$ cat config.mk
export PLATFORM = sky130hd
export DESIGN_NAME = jsbc_call_if_bit_zero
export DESIGN_NICKNAME = d
export VERILOG_FILES = /design/src/design/jsbc_pkg.sv /design/src/design/jsbc_call_if_bit_zero.sv
export SDC_FILE = /design/constraint.sdc
export NUM_CORES = 1
export LEC_CHECK = 0
export ABC_AREA = 1
export BUFFER_PORTS_ARGS = -buffer_cell sky130_fd_sc_hd__buf_2
export CORE_UTILIZATION = 55
export DETAILED_ROUTE_END_ITERATION = 7
export HOLD_SLACK_MARGIN = 0.1
export MAX_ROUTING_LAYER = met4
export PLACE_DENSITY = 0.86
export SLEW_MARGIN = 20
export SYNTH_ARGS = -nofsm -noshare
export SYNTH_HDL_FRONTEND = slang
export SYNTH_SLANG_ARGS = --single-unit
$ cat constraint.sdc
create_clock -name sys_clk -period 3 [get_ports sys_clk]
set_input_delay 0.3 -clock sys_clk [delete_from_list [all_inputs] [get_ports sys_clk]]
set_output_delay 0.3 -clock sys_clk [all_outputs]
set_load 0.005 [all_outputs]
$ cat src/design/jsbc_pkg.sv
package jsbc_pkg;
  localparam int W = 24;
  // opcode patterns in first word bits 23..14; bit 5 clear tells them from the set variant
  localparam logic [9:0] OP_EA = 10'h02D;
  localparam logic [9:0] OP_AA = 10'h02C;
  localparam logic [9:0] OP_PP = 10'h02E;
  localparam logic [9:0] OP_QQ = 10'h007;
  localparam logic [9:0] OP_REG = 10'h02F;
  localparam int BIT_LO = 0;
  localparam int BIT_HI = 4;
  localparam int SEL_LO = 8;
  localparam int SEL_HI = 13;
  localparam int MEM_BIT = 7;
  localparam int SPACE_BIT = 6;
  localparam int SETJ_BIT = 5;
  localparam logic [4:0] MAX_BIT = 5'h17;
  localparam logic [23:0] HIGH_IO_BASE = 24'hFFFFC0;
  localparam logic [23:0] LOW_IO_BASE = 24'hFFFF80;
  localparam int CCR_S = 7;
  localparam int CCR_L = 6;
  localparam logic [23:0] SR_RESET = 24'hC00300;
  localparam logic [23:0] PC_RESET = 24'h000000;
  localparam logic [5:0] SP_RESET = 6'h00;
  typedef enum logic [2:0] {
    JSBC_IDLE, JSBC_EXT, JSBC_OPND, JSBC_WAIT, JSBC_DONE
  } jsbc_state_e;
endpackage

$ cat src/design/jsbc_call_if_bit_zero.sv
// Behaviour
// RULE1: bit zero means continue at the 24-bit address in the extension word.
// RULE2: five-bit index in low bits selects tested bit, valid positions 0 to 23.
// RULE3: taken call bumps stack pointer, pushes return address high, status low.
// RULE4: bit one: step to next instruction, ignore extension, stack untouched.
// RULE5: address register update of the ea mode happens whether taken or not.
// RULE6: operand via any register indirect mode, absolute short 0-63, both I/O shorts.
// RULE7: only scaling and limit flags change; condition bits 5..0 kept.
// RULE8: indirect form: bits 13..8 are mode and register selector, bit 7 set.
// RULE9: bit 6 picks X or Y data space for every memory operand form.
// RULE10: high I/O short field maps onto FFFFC0 to FFFFFF.
// RULE11: low I/O short field maps onto FFFF80 to FFFFBF.
// RULE12: register form: six-bit direct register selector, bits 7 and 6 zero.
// RULE13: two 24-bit words; second word fetched as full branch target.
`timescale 1ns/100ps
`default_nettype none
module jsbc_call_if_bit_zero (
  input wire logic sys_clk,
  input wire logic reset,
  input wire logic instr_valid,
  input wire logic [23:0] instr_word,
  input wire logic [23:0] pc_in,
  input wire logic [23:0] status_register_in,
  input wire logic [5:0] stack_pointer_in,
  input wire logic ext_valid,
  input wire logic [23:0] ext_word,
  output logic ext_req,
  output logic ea_req,
  output logic [5:0] mode_register_selector,
  input wire logic ea_valid,
  input wire logic [23:0] ea_addr,
  output logic ea_update,
  output logic mem_req,
  output logic mem_space_y,
  output logic [23:0] mem_addr,
  input wire logic mem_valid,
  input wire logic [23:0] mem_data,
  output logic reg_req,
  output logic [5:0] direct_register_selector,
  input wire logic reg_valid,
  input wire logic [23:0] reg_data,
  input wire logic scale_flag,
  input wire logic limit_flag,
  output logic done,
  output logic illegal,
  output logic taken,
  output logic [23:0] pc_out,
  output logic [5:0] stack_pointer_out,
  output logic stack_we,
  output logic [23:0] stack_high_word,
  output logic [23:0] stack_low_word,
  output logic [23:0] status_register_out
);
  jsbc_pkg::jsbc_state_e state_r;
  logic [23:0] iw_r;
  logic [23:0] target_r;
  logic [23:0] pc_r;
  logic [23:0] sr_r;
  logic [5:0] sp_r;
  logic [9:0] opc;
  logic is_ea;
  logic is_aa;
  logic is_pp;
  logic is_qq;
  logic is_reg;
  logic fmt_ok;
  logic accept;
  logic iw_is_reg;
  logic [4:0] bit_idx;
  logic [23:0] opnd;
  logic opnd_valid;
  logic bit_clear;
  logic finish;
  logic [5:0] short_field;
  logic [23:0] short_addr;
  logic [23:0] ret_addr;
  logic [23:0] sr_merged;

  assign opc = instr_word[23:14];
  assign short_field = instr_word[jsbc_pkg::SEL_HI:jsbc_pkg::SEL_LO];

  // opcode alone is not enough: bit 7 tells memory forms from the register form
  always_comb begin
    is_ea = 1'b0;
    is_aa = 1'b0;
    is_pp = 1'b0;
    is_qq = 1'b0;
    is_reg = 1'b0;
    case (opc)
      jsbc_pkg::OP_EA: begin
        is_ea = instr_word[jsbc_pkg::MEM_BIT]; // [RULE8]
      end
      jsbc_pkg::OP_AA: begin
        is_aa = instr_word[jsbc_pkg::MEM_BIT]; // [RULE6]
      end
      jsbc_pkg::OP_PP: begin
        is_pp = instr_word[jsbc_pkg::MEM_BIT]; // [RULE10]
      end
      jsbc_pkg::OP_QQ: begin
        is_qq = instr_word[jsbc_pkg::MEM_BIT]; // [RULE11]
      end
      jsbc_pkg::OP_REG: begin
        is_reg = (instr_word[7:6] == 2'b00); // [RULE12]
      end
      default: begin
        is_reg = 1'b0;
      end
    endcase
  end

  // bit 5 set belongs to the set variant, indices above 23 name no bit
  always_comb begin
    fmt_ok = is_ea || is_aa || is_pp || is_qq || is_reg; // [RULE6]
    if (instr_word[jsbc_pkg::SETJ_BIT]) begin
      fmt_ok = 1'b0;
    end
    if (instr_word[jsbc_pkg::BIT_HI:jsbc_pkg::BIT_LO] > jsbc_pkg::MAX_BIT) begin
      fmt_ok = 1'b0; // [RULE2]
    end
  end

  assign accept = (state_r == jsbc_pkg::JSBC_IDLE) && instr_valid && fmt_ok;

  // short forms carry six address bits; the I/O forms fill the top from a fixed base
  always_comb begin
    short_addr = {18'h00000, short_field}; // [RULE6]
    if (is_pp) begin
      short_addr = jsbc_pkg::HIGH_IO_BASE | {18'h00000, short_field}; // [RULE10]
    end else if (is_qq) begin
      short_addr = jsbc_pkg::LOW_IO_BASE | {18'h00000, short_field}; // [RULE11]
    end
  end

  assign iw_is_reg = (iw_r[23:14] == jsbc_pkg::OP_REG);
  assign bit_idx = iw_r[jsbc_pkg::BIT_HI:jsbc_pkg::BIT_LO]; // [RULE2]

  always_comb begin
    if (iw_is_reg) begin
      opnd = reg_data; // [RULE12]
      opnd_valid = reg_valid;
    end else begin
      opnd = mem_data; // [RULE9]
      opnd_valid = mem_valid;
    end
  end

  // operand only counts in the wait state; an early answer must be held by the far side
  assign finish = (state_r == jsbc_pkg::JSBC_WAIT) && opnd_valid;
  assign bit_clear = !opnd[bit_idx]; // [RULE1]
  // two-word instruction, so the return point is two words on
  assign ret_addr = pc_r + 24'h000002; // [RULE13]
  assign sr_merged = {sr_r[23:8], scale_flag, limit_flag, sr_r[5:0]}; // [RULE7]

  always_ff @(posedge sys_clk) begin
    if (reset) begin
      state_r <= jsbc_pkg::JSBC_IDLE;
    end else begin
      case (state_r)
        jsbc_pkg::JSBC_IDLE: begin
          if (accept) begin
            state_r <= jsbc_pkg::JSBC_EXT;
          end
        end
        jsbc_pkg::JSBC_EXT: begin
          if (ext_valid) begin
            state_r <= jsbc_pkg::JSBC_OPND;
          end
        end
        jsbc_pkg::JSBC_OPND: begin
          state_r <= jsbc_pkg::JSBC_WAIT;
        end
        jsbc_pkg::JSBC_WAIT: begin
          if (opnd_valid) begin
            state_r <= jsbc_pkg::JSBC_DONE;
          end
        end
        jsbc_pkg::JSBC_DONE: begin
          state_r <= jsbc_pkg::JSBC_IDLE;
        end
        default: begin
          state_r <= jsbc_pkg::JSBC_IDLE;
        end
      endcase
    end
  end

  // instruction context is frozen at accept so the core may move on
  always_ff @(posedge sys_clk) begin
    if (reset) begin
      iw_r <= 24'h000000;
      pc_r <= jsbc_pkg::PC_RESET;
      sr_r <= jsbc_pkg::SR_RESET;
      sp_r <= jsbc_pkg::SP_RESET;
    end else if (accept) begin
      iw_r <= instr_word;
      pc_r <= pc_in;
      sr_r <= status_register_in;
      sp_r <= stack_pointer_in;
    end
  end

  always_ff @(posedge sys_clk) begin
    if (reset) begin
      target_r <= 24'h000000;
    end else if (state_r == jsbc_pkg::JSBC_EXT && ext_valid) begin
      target_r <= ext_word; // [RULE13]
    end
  end

  always_ff @(posedge sys_clk) begin
    if (reset) begin
      ext_req <= 1'b0;
    end else begin
      ext_req <= accept; // [RULE13]
    end
  end

  // address unit answers first; its update is committed before the bit is known
  always_ff @(posedge sys_clk) begin
    if (reset) begin
      ea_req <= 1'b0;
      ea_update <= 1'b0;
      mode_register_selector <= 6'h00;
    end else begin
      ea_update <= 1'b0;
      if (accept) begin
        ea_req <= is_ea;
        mode_register_selector <= short_field; // [RULE8]
      end else if (ea_req && ea_valid) begin
        ea_req <= 1'b0;
        ea_update <= 1'b1; // [RULE5]
      end
    end
  end

  always_ff @(posedge sys_clk) begin
    if (reset) begin
      mem_req <= 1'b0;
      mem_space_y <= 1'b0;
      mem_addr <= 24'h000000;
    end else if (accept) begin
      mem_req <= is_aa || is_pp || is_qq;
      mem_space_y <= instr_word[jsbc_pkg::SPACE_BIT]; // [RULE9]
      mem_addr <= short_addr; // [RULE6]
    end else if (ea_req && ea_valid) begin
      mem_req <= 1'b1;
      mem_addr <= ea_addr; // [RULE6]
    end else if (finish) begin
      mem_req <= 1'b0;
    end
  end

  always_ff @(posedge sys_clk) begin
    if (reset) begin
      reg_req <= 1'b0;
      direct_register_selector <= 6'h00;
    end else if (accept) begin
      reg_req <= is_reg;
      direct_register_selector <= short_field; // [RULE12]
    end else if (finish) begin
      reg_req <= 1'b0;
    end
  end

  // one-cycle strobes, cleared every cycle unless set again
  always_ff @(posedge sys_clk) begin
    if (reset) begin
      done <= 1'b0;
      illegal <= 1'b0;
    end else begin
      done <= finish;
      illegal <= (state_r == jsbc_pkg::JSBC_IDLE) && instr_valid && !fmt_ok;
    end
  end

  always_ff @(posedge sys_clk) begin
    if (reset) begin
      taken <= 1'b0;
      pc_out <= jsbc_pkg::PC_RESET;
      status_register_out <= jsbc_pkg::SR_RESET;
    end else if (finish) begin
      taken <= bit_clear;
      status_register_out <= sr_merged; // [RULE7]
      if (bit_clear) begin
        pc_out <= target_r; // [RULE1]
      end else begin
        // extension word is dropped on a skip
        pc_out <= ret_addr; // [RULE4]
      end
    end
  end

  // a skip leaves the stack as it was, pointer included
  always_ff @(posedge sys_clk) begin
    if (reset) begin
      stack_pointer_out <= jsbc_pkg::SP_RESET;
      stack_we <= 1'b0;
      stack_high_word <= 24'h000000;
      stack_low_word <= 24'h000000;
    end else begin
      stack_we <= finish && bit_clear; // [RULE3]
      if (finish && bit_clear) begin
        stack_pointer_out <= sp_r + 6'h01; // [RULE3]
        stack_high_word <= ret_addr; // [RULE3]
        stack_low_word <= sr_r; // [RULE3]
      end else if (finish) begin
        stack_pointer_out <= sp_r; // [RULE4]
      end
    end
  end
endmodule
`default_nettype wire

# Word-level counts from Yosys, hierarchy flattened
# Cells that the tools add are included.
# totals
regBits	247
latchBits	0
ramBits	0
mem_bits_ro	0
input_bits	183
output_inout_bits	148
wordCells	91
n_memories	0
# op_classes
add_sub_neg	2
multipliers	0
div_mod_pow	0
n_lt_le_gt_ge	2
eq_ne	12
shifts	0
mux	29
n_bitwise	0
n_reduce_logical	23
# ops
operator	n
24-bit two-way mux	6
10-bit by 6-bit equality test with 1-bit output (second input constant)	5
24-bit by 2-bit adder with 24-bit output (second input constant)	1
1-bit two-way mux	16
6-bit two-way mux	2
3-bit case mux with 4 select lines	1
10-bit by 3-bit equality test with 1-bit output (second input constant)	1
3-bit two-way mux	3
1-bit logical AND	7
6-bit by 1-bit adder with 6-bit output (second input constant)	1
3-bit by 2-bit equality test with 1-bit output (second input constant)	2
1-bit logical OR	6
5-bit by 6-bit < comparator with 1-bit output (second input constant)	1
2-bit inequality test (second input constant)	3
2-bit nonzero test	3
1-bit binary-select mux with 5-bit select	1
5-bit > comparator (second input constant)	1
3-bit by 1-bit equality test with 1-bit output (second input constant)	1
3-bit logical NOT	1
3-bit AND reduction	1
3-bit nonzero test	1
1-bit logical NOT	2
2-bit logical NOT	1
2-bit OR reduction	1

# Longest topological paths before layout
# logic_depth
depth_word	11
ltp_mapped	19

# Least setup slack after synthesis
# OpenSTA, ideal clock, no wires.
# synth_path
path_type	register -> register
from	reg iw_r[18]
to	reg stack_high_word[0]
setup_ns	0.113
t_arrival_ns	1.955
slack_ns	0.931
path_stages_with_launch	18
path_cell_list	dfxtp_1 inv_2 nand2_1 nor2_4 nand3_4 buf_6 o21ai_1 nand2_1 nand3_1 nand3_1 nand3_1 nand2_1 nand2_4 nand3_2 buf_4 buf_2 o21ai_1 nor2_1
# synth_via
elab_chain_cells	6
elab_cells_between_ends	8
classes_between	1 x eq/ne; 4 x mux; 3 x reduce/logical
# synth_rtl
element	line	rtl
from (decl)	jsbc_call_if_bit_zero.sv:55	logic [23:0] iw_r;
from (signal assigned)	jsbc_call_if_bit_zero.sv:195	iw_r <= instr_word;
10-bit by 6-bit equality test with 1-bit output *	jsbc_call_if_bit_zero.sv:134	assign iw_is_reg = (iw_r[23:14] == jsbc_pkg::OP_REG);
24-bit two-way mux	jsbc_call_if_bit_zero.sv:138	if (iw_is_reg) begin
1-bit binary-select mux with 5-bit select	jsbc_call_if_bit_zero.sv:149	assign bit_clear = !opnd[bit_idx];
1-bit two-way mux (implied by the code)	jsbc_call_if_bit_zero.sv:149	
1-bit logical NOT	jsbc_call_if_bit_zero.sv:149	
1-bit logical AND *	jsbc_call_if_bit_zero.sv:302	if (finish && bit_clear) begin
to (signal assigned)	jsbc_call_if_bit_zero.sv:304	stack_high_word <= ret_addr;
to (decl)	jsbc_call_if_bit_zero.sv:50	output logic [23:0] stack_high_word,
# Mark *: on every way between the ends. The rest lies on a longest branch, timed or not. The select of a mux whose other input is x is not followed.
# A chain may end at the register's enable or synchronous reset.

# Worst setup path in the final report
# layout_path
from	reg iw_r[17]
to	reg pc_out[2]
# layout_via
elab_chain_cells	5
elab_cells_between_ends	7
classes_between	1 x eq/ne; 5 x mux; 1 x reduce/logical
# layout_rtl
element	line	rtl
10-bit by 6-bit equality test with 1-bit output *	jsbc_call_if_bit_zero.sv:134	
24-bit two-way mux	jsbc_call_if_bit_zero.sv:138	
1-bit binary-select mux with 5-bit select	jsbc_call_if_bit_zero.sv:149	
1-bit two-way mux (implied by the code)	jsbc_call_if_bit_zero.sv:149	
24-bit two-way mux	jsbc_call_if_bit_zero.sv:284	if (bit_clear) begin
to (signal assigned)	jsbc_call_if_bit_zero.sv:279	pc_out <= jsbc_pkg::PC_RESET;
to (signal assigned)	jsbc_call_if_bit_zero.sv:285	pc_out <= target_r;
to (signal assigned)	jsbc_call_if_bit_zero.sv:288	pc_out <= ret_addr;
to (decl)	jsbc_call_if_bit_zero.sv:47	output logic [23:0] pc_out,
# Marks and branches as above.

==> results.rst <==
.. list-table::
   :header-rows: 1

   * - Metric
     - Value
   * - RSZ-0062 raised after global routing
     - true
   * - Number of nets in the layout
     - 1994
   * - DRC Markers
     - 0
   * - Type of element capturing the critical path
     - flip-flop
   * - Outcome
     - completed
   * - CTS Buf Count
     - 25
   * - Ys Warns
     - 0
   * - Max-cap violations
     - 0
   * - IR drop worst, VDD
     - 0.495 mV
   * - Post-detailed-route wirelength per cell
     - 17.1 um
   * - Seq/Total Area, Yosys
     - 47.0%
   * - Final worst path period need
     - 2.79 ns
   * - Die outline height
     - 138 um
   * - First-pass iteration count of the detailed router
     - 8
   * - Maximum root-to-sink buffer count
     - 3
   * - First-pass GRT wire length
     - 53.5 mm
   * - Hold/Removal Path Class
     - in -> reg
   * - Initial Utilization
     - 56.3%
   * - Via count of the first global-routing pass
     - 10947
   * - Part of the cycle the worst path needs
     - 93.0%
   * - Total gr overflow
     - 0
   * - Rows
     - 49
   * - Slowest stage cell, crit path
     - sky130_fd_sc_hd__nand3_2
   * - Core Footprint
     - 18000 um2
   * - Startpoint types
     - flip-flop
   * - Critical Path Fanout Max
     - 36
   * - Clock transition at the register clock pins on the worst setup and hold paths after CTS
     - 0.06 ns
   * - Initial antenna violation count
     - 3
   * - Cell Pwr Density
     - 491 nW/um2
   * - Post-DP HPWL
     - 21.4 mm
   * - CP Cell Sequence
     - nand2_1 -> nor2_4 -> nand3_2 -> nand2_1 -> nand2_1 -> nand2_1 -> nand3_1 -> nand3_1 -> nand3_1 -> nand2_1 -> nand2_4 -> buf_6 -> nand2_1 -> nand2_1 -> nand3_1 -> nand2_1 -> inv_1
   * - Worst slew margin relative to its limit
     - 55.6%
   * - Avg Cell Area, Syn
     - 7.19 um2
   * - Flip-flop and latch count after synthesis
     - 238
   * - Post-Place Setup Slack
     - 0.118 ns
   * - Type of the setup path with the least slack
     - reg -> reg
   * - Family of cells with the greatest summed delay on the critical path
     - simple AND/OR/NAND/NOR gates
   * - Total count of max-transition violations in the final report
     - 0
   * - Buffering stage count on the worst path with inverters included
     - 2
   * - Detail-routed via count per cell
     - 5.60
   * - Highest cell delay on the worst timing path
     - 0.42 ns
   * - Worst slew pin tran
     - 0.665 ns
   * - Layout Area Growth over Synthesis
     - 36.4%
   * - Worst clock skew on the final layout
     - 0.0167 ns
   * - Count of final hold-check violations
     - 0
   * - Number of input and output port buffers inserted
     - 330
   * - Cell mode on critical path
     - sky130_fd_sc_hd__nand2_1
   * - Total nets after synthesis
     - 1596
   * - Ratio of cells with drive above 1 in the final layout
     - 23.1%
   * - Die area
     - 19000 um2
   * - Count of endpoints failing setup in the final report
     - 0
   * - Initial DRC Count
     - 1068
   * - Number of H-tree branching levels
     - 1
   * - Cell taking the most area after synthesis
     - sky130_fd_sc_hd__dfxtp_1
   * - Count of clock tree sinks
     - 238
   * - Die span in x
     - 138 um
   * - Setup slack of the critical path after layout
     - 0.211 ns
   * - RD Place Congestion
     - 0.928
   * - Ranking of synthesized cells by area
     - sky130_fd_sc_hd__dfxtp_1 (47%), sky130_fd_sc_hd__nand2_1 (12%), sky130_fd_sc_hd__nand3_1 (7.7%)
   * - I/O pins
     - 331
   * - Number of distinct standard cells referenced by the synthesized netlist
     - 34
   * - Largest net degree at the start of global routing
     - 67
   * - Cell count after synthesis
     - 1411
   * - Data required time at the worst endpoint
     - 3.46 ns
   * - Total track usage
     - 36.8%
   * - Clock root buffer
     - sky130_fd_sc_hd__clkbuf_16
   * - Synth top area share
     - 47.0%
   * - Combined area of all synthesized cells
     - 10100 um2
   * - Post-detailed-route count of antenna-violating nets
     - 0
   * - Total wirelength of the detailed-routed design
     - 35.3 mm
   * - Core Util, Final
     - 76.8%
   * - Clock latency at the later pin of the worst-skew pair
     - 0.53 ns
   * - Peak Freq
     - 359 MHz
   * - LEAKAGE
     - 6.55 nW
   * - Vias
     - 11526
   * - Clock tree from TritonCTS
     - yes
   * - Data arrival at the endpoint of the critical path
     - 3.25 ns
   * - TNS Setup
     - 0 ns
-- cell type report --
type	instances	area, um2
Fill cell	1199	4190
Inverter	141	532
Multi-Input combinational cell	937	4400
Clock buffer	37	751
Antenna cell	3	7.51
Timing Repair Buffer	466	2990
Clock inverter	7	109
Tap cell	229	287
Sequential cell	238	4760
-- layout by cell type, fill, tap and decap left out, drive strengths merged, types with 3 or more instances in the layout --
cell type / synthesis / final
nor3: 10 / 10
nand4: 23 / 23
nand2: 317 / 317
nand3: 158 / 159
dfxtp: 238 / 238
inv: 139 / 143
a21oi: 92 / 92
buf: 34 / 352
xor2: 18 / 18
dlygate4sd3: 0 / 114
o21ai: 142 / 142
nor2: 145 / 145
nor4: 4 / 4
clkbuf: 62 / 37
o22ai: 5 / 5
diode: 0 / 3
o211ai: 3 / 3
o21a: 11 / 11
-- metrics by stage --
| step | total power, mW | cells | area (um2) | hold slack [ns] |
|---|---|---|---|---|
| detailed placement | 3.52 | 1896 | 11800 | 0.422 |
| CTS | 6.77 | 2054 | 13800 | 0.104 |
| global route | 6.98 | 2058 | 13800 | 0.104 |
| finish | 6.79 | 2058 | 13800 | 0.105 |
| floorplan | 3.35 | 1411 | 10100 | 0.407 |
| global placement | 3.52 | 1896 | 11800 | 0.418 |
-- flip-flops by register name, summed over array words and instances (netlist names) --
| register | cells |
|---|---|
| ea_req | 1 |
| taken | 1 |
| stack_low_word | 24 |
| stack_pointer_out | 6 |
| status_register_out | 24 |
| done | 1 |
| illegal | 1 |
| sp_r | 6 |
| state_r | 3 |
| mem_req | 1 |
| pc_r | 24 |
| mem_addr | 24 |
| ext_req | 1 |
| sr_r | 24 |
| ea_update | 1 |
| pc_out | 24 |
| stack_high_word | 24 |
| stack_we | 1 |
| target_r | 24 |
| reg_req | 1 |
| iw_r | 22 |
-- worst min-delay path: cells and delay by family --
family / cells / cell delay, ns
AO/OA/AOI/OAI: 2 / 0.21
buffers and inverters: 1 / 0.08
-- timing repair --
| action | CTS | global route |
|---|---|---|
| setup endpoints to repair | 0 | 43 |
| hold endpoints to repair | 114 | 0 |
| resized for setup | 0 | 4 |
| buffers inserted | 0 | 0 |
| hold buffers | 114 | 0 |
-- synth_stat cells --
library cell                 n
sky130_fd_sc_hd__and3_1      1
sky130_fd_sc_hd__nand2_4     1
sky130_fd_sc_hd__o21ai_1    25
sky130_fd_sc_hd__o211ai_1    3
sky130_fd_sc_hd__a21oi_1    92
sky130_fd_sc_hd__or2_2       2
sky130_fd_sc_hd__clkinv_1    2
sky130_fd_sc_hd__clkbuf_1   62
sky130_fd_sc_hd__nor2_2     13
sky130_fd_sc_hd__nand3_1   156
sky130_fd_sc_hd__nand3_2     1
sky130_fd_sc_hd__nand4_4     1
sky130_fd_sc_hd__a31oi_1     1
sky130_fd_sc_hd__buf_6       8
sky130_fd_sc_hd__o21a_1     11
sky130_fd_sc_hd__xor2_1     18
sky130_fd_sc_hd__buf_1       1
sky130_fd_sc_hd__nor2_4      2
sky130_fd_sc_hd__xnor2_1     1
sky130_fd_sc_hd__mux2i_1     1
sky130_fd_sc_hd__buf_2      11
sky130_fd_sc_hd__nand3_4     1
sky130_fd_sc_hd__nor3_1     10
sky130_fd_sc_hd__buf_4      14
sky130_fd_sc_hd__ha_1        2
sky130_fd_sc_hd__o22ai_1     5
sky130_fd_sc_hd__nor4_1      4
sky130_fd_sc_hd__inv_1     137
sky130_fd_sc_hd__inv_2       2
sky130_fd_sc_hd__dfxtp_1   238
sky130_fd_sc_hd__nand4_1    22
sky130_fd_sc_hd__nand2_1   316
sky130_fd_sc_hd__nor2_1    130
sky130_fd_sc_hd__o21ai_0   117
-- kinds of logic after synthesis --
group,count (synthesis),share of synthesized area [%]
simple gates,660,28.1
compound gates,254,12.9
flops,238,47.0
buf+inv,237,10.0
xor+xnor,19,1.64
fa+ha+maj,2,0.247
mux,1,0.0987
-- per-layer routing --
layer / vias to the layer above / part of all wire, % / global-route usage [%]
li1: 5340 / - / -
met1: 5284 / 37 / 41.9
met2: 766 / 49 / 62.1
met3: 136 / 9.6 / 6.29
met4: 0 / 4.4 / 18.4
met5: - / 0 / -
-- final timing paths --
check | start | to | slack (ns) | depth (start not counted)
max | iw_r[17] | pc_out[2] | 0.21 | 17
min | ext_word[13] | target_r[13] | 0.10 | 3
max reg2reg | iw_r[17] | pc_out[2] | 0.21 | 17
min reg2reg | iw_r[20] | iw_r[20] | 0.44 | 2
-- power by group --
| part | total (mW) | switching (mW) | internal [mW] | leakage, nW |
|---|---|---|---|---|
| sequential | 3.16 | 0.000719 | 3.16 | 1.92 |
| clock | 3.21 | 1.30 | 1.91 | 0.422 |
| combinational | 0.421 | 0.201 | 0.221 | 4.22 |
No activity file was read; power rests on OpenSTA's default activity.
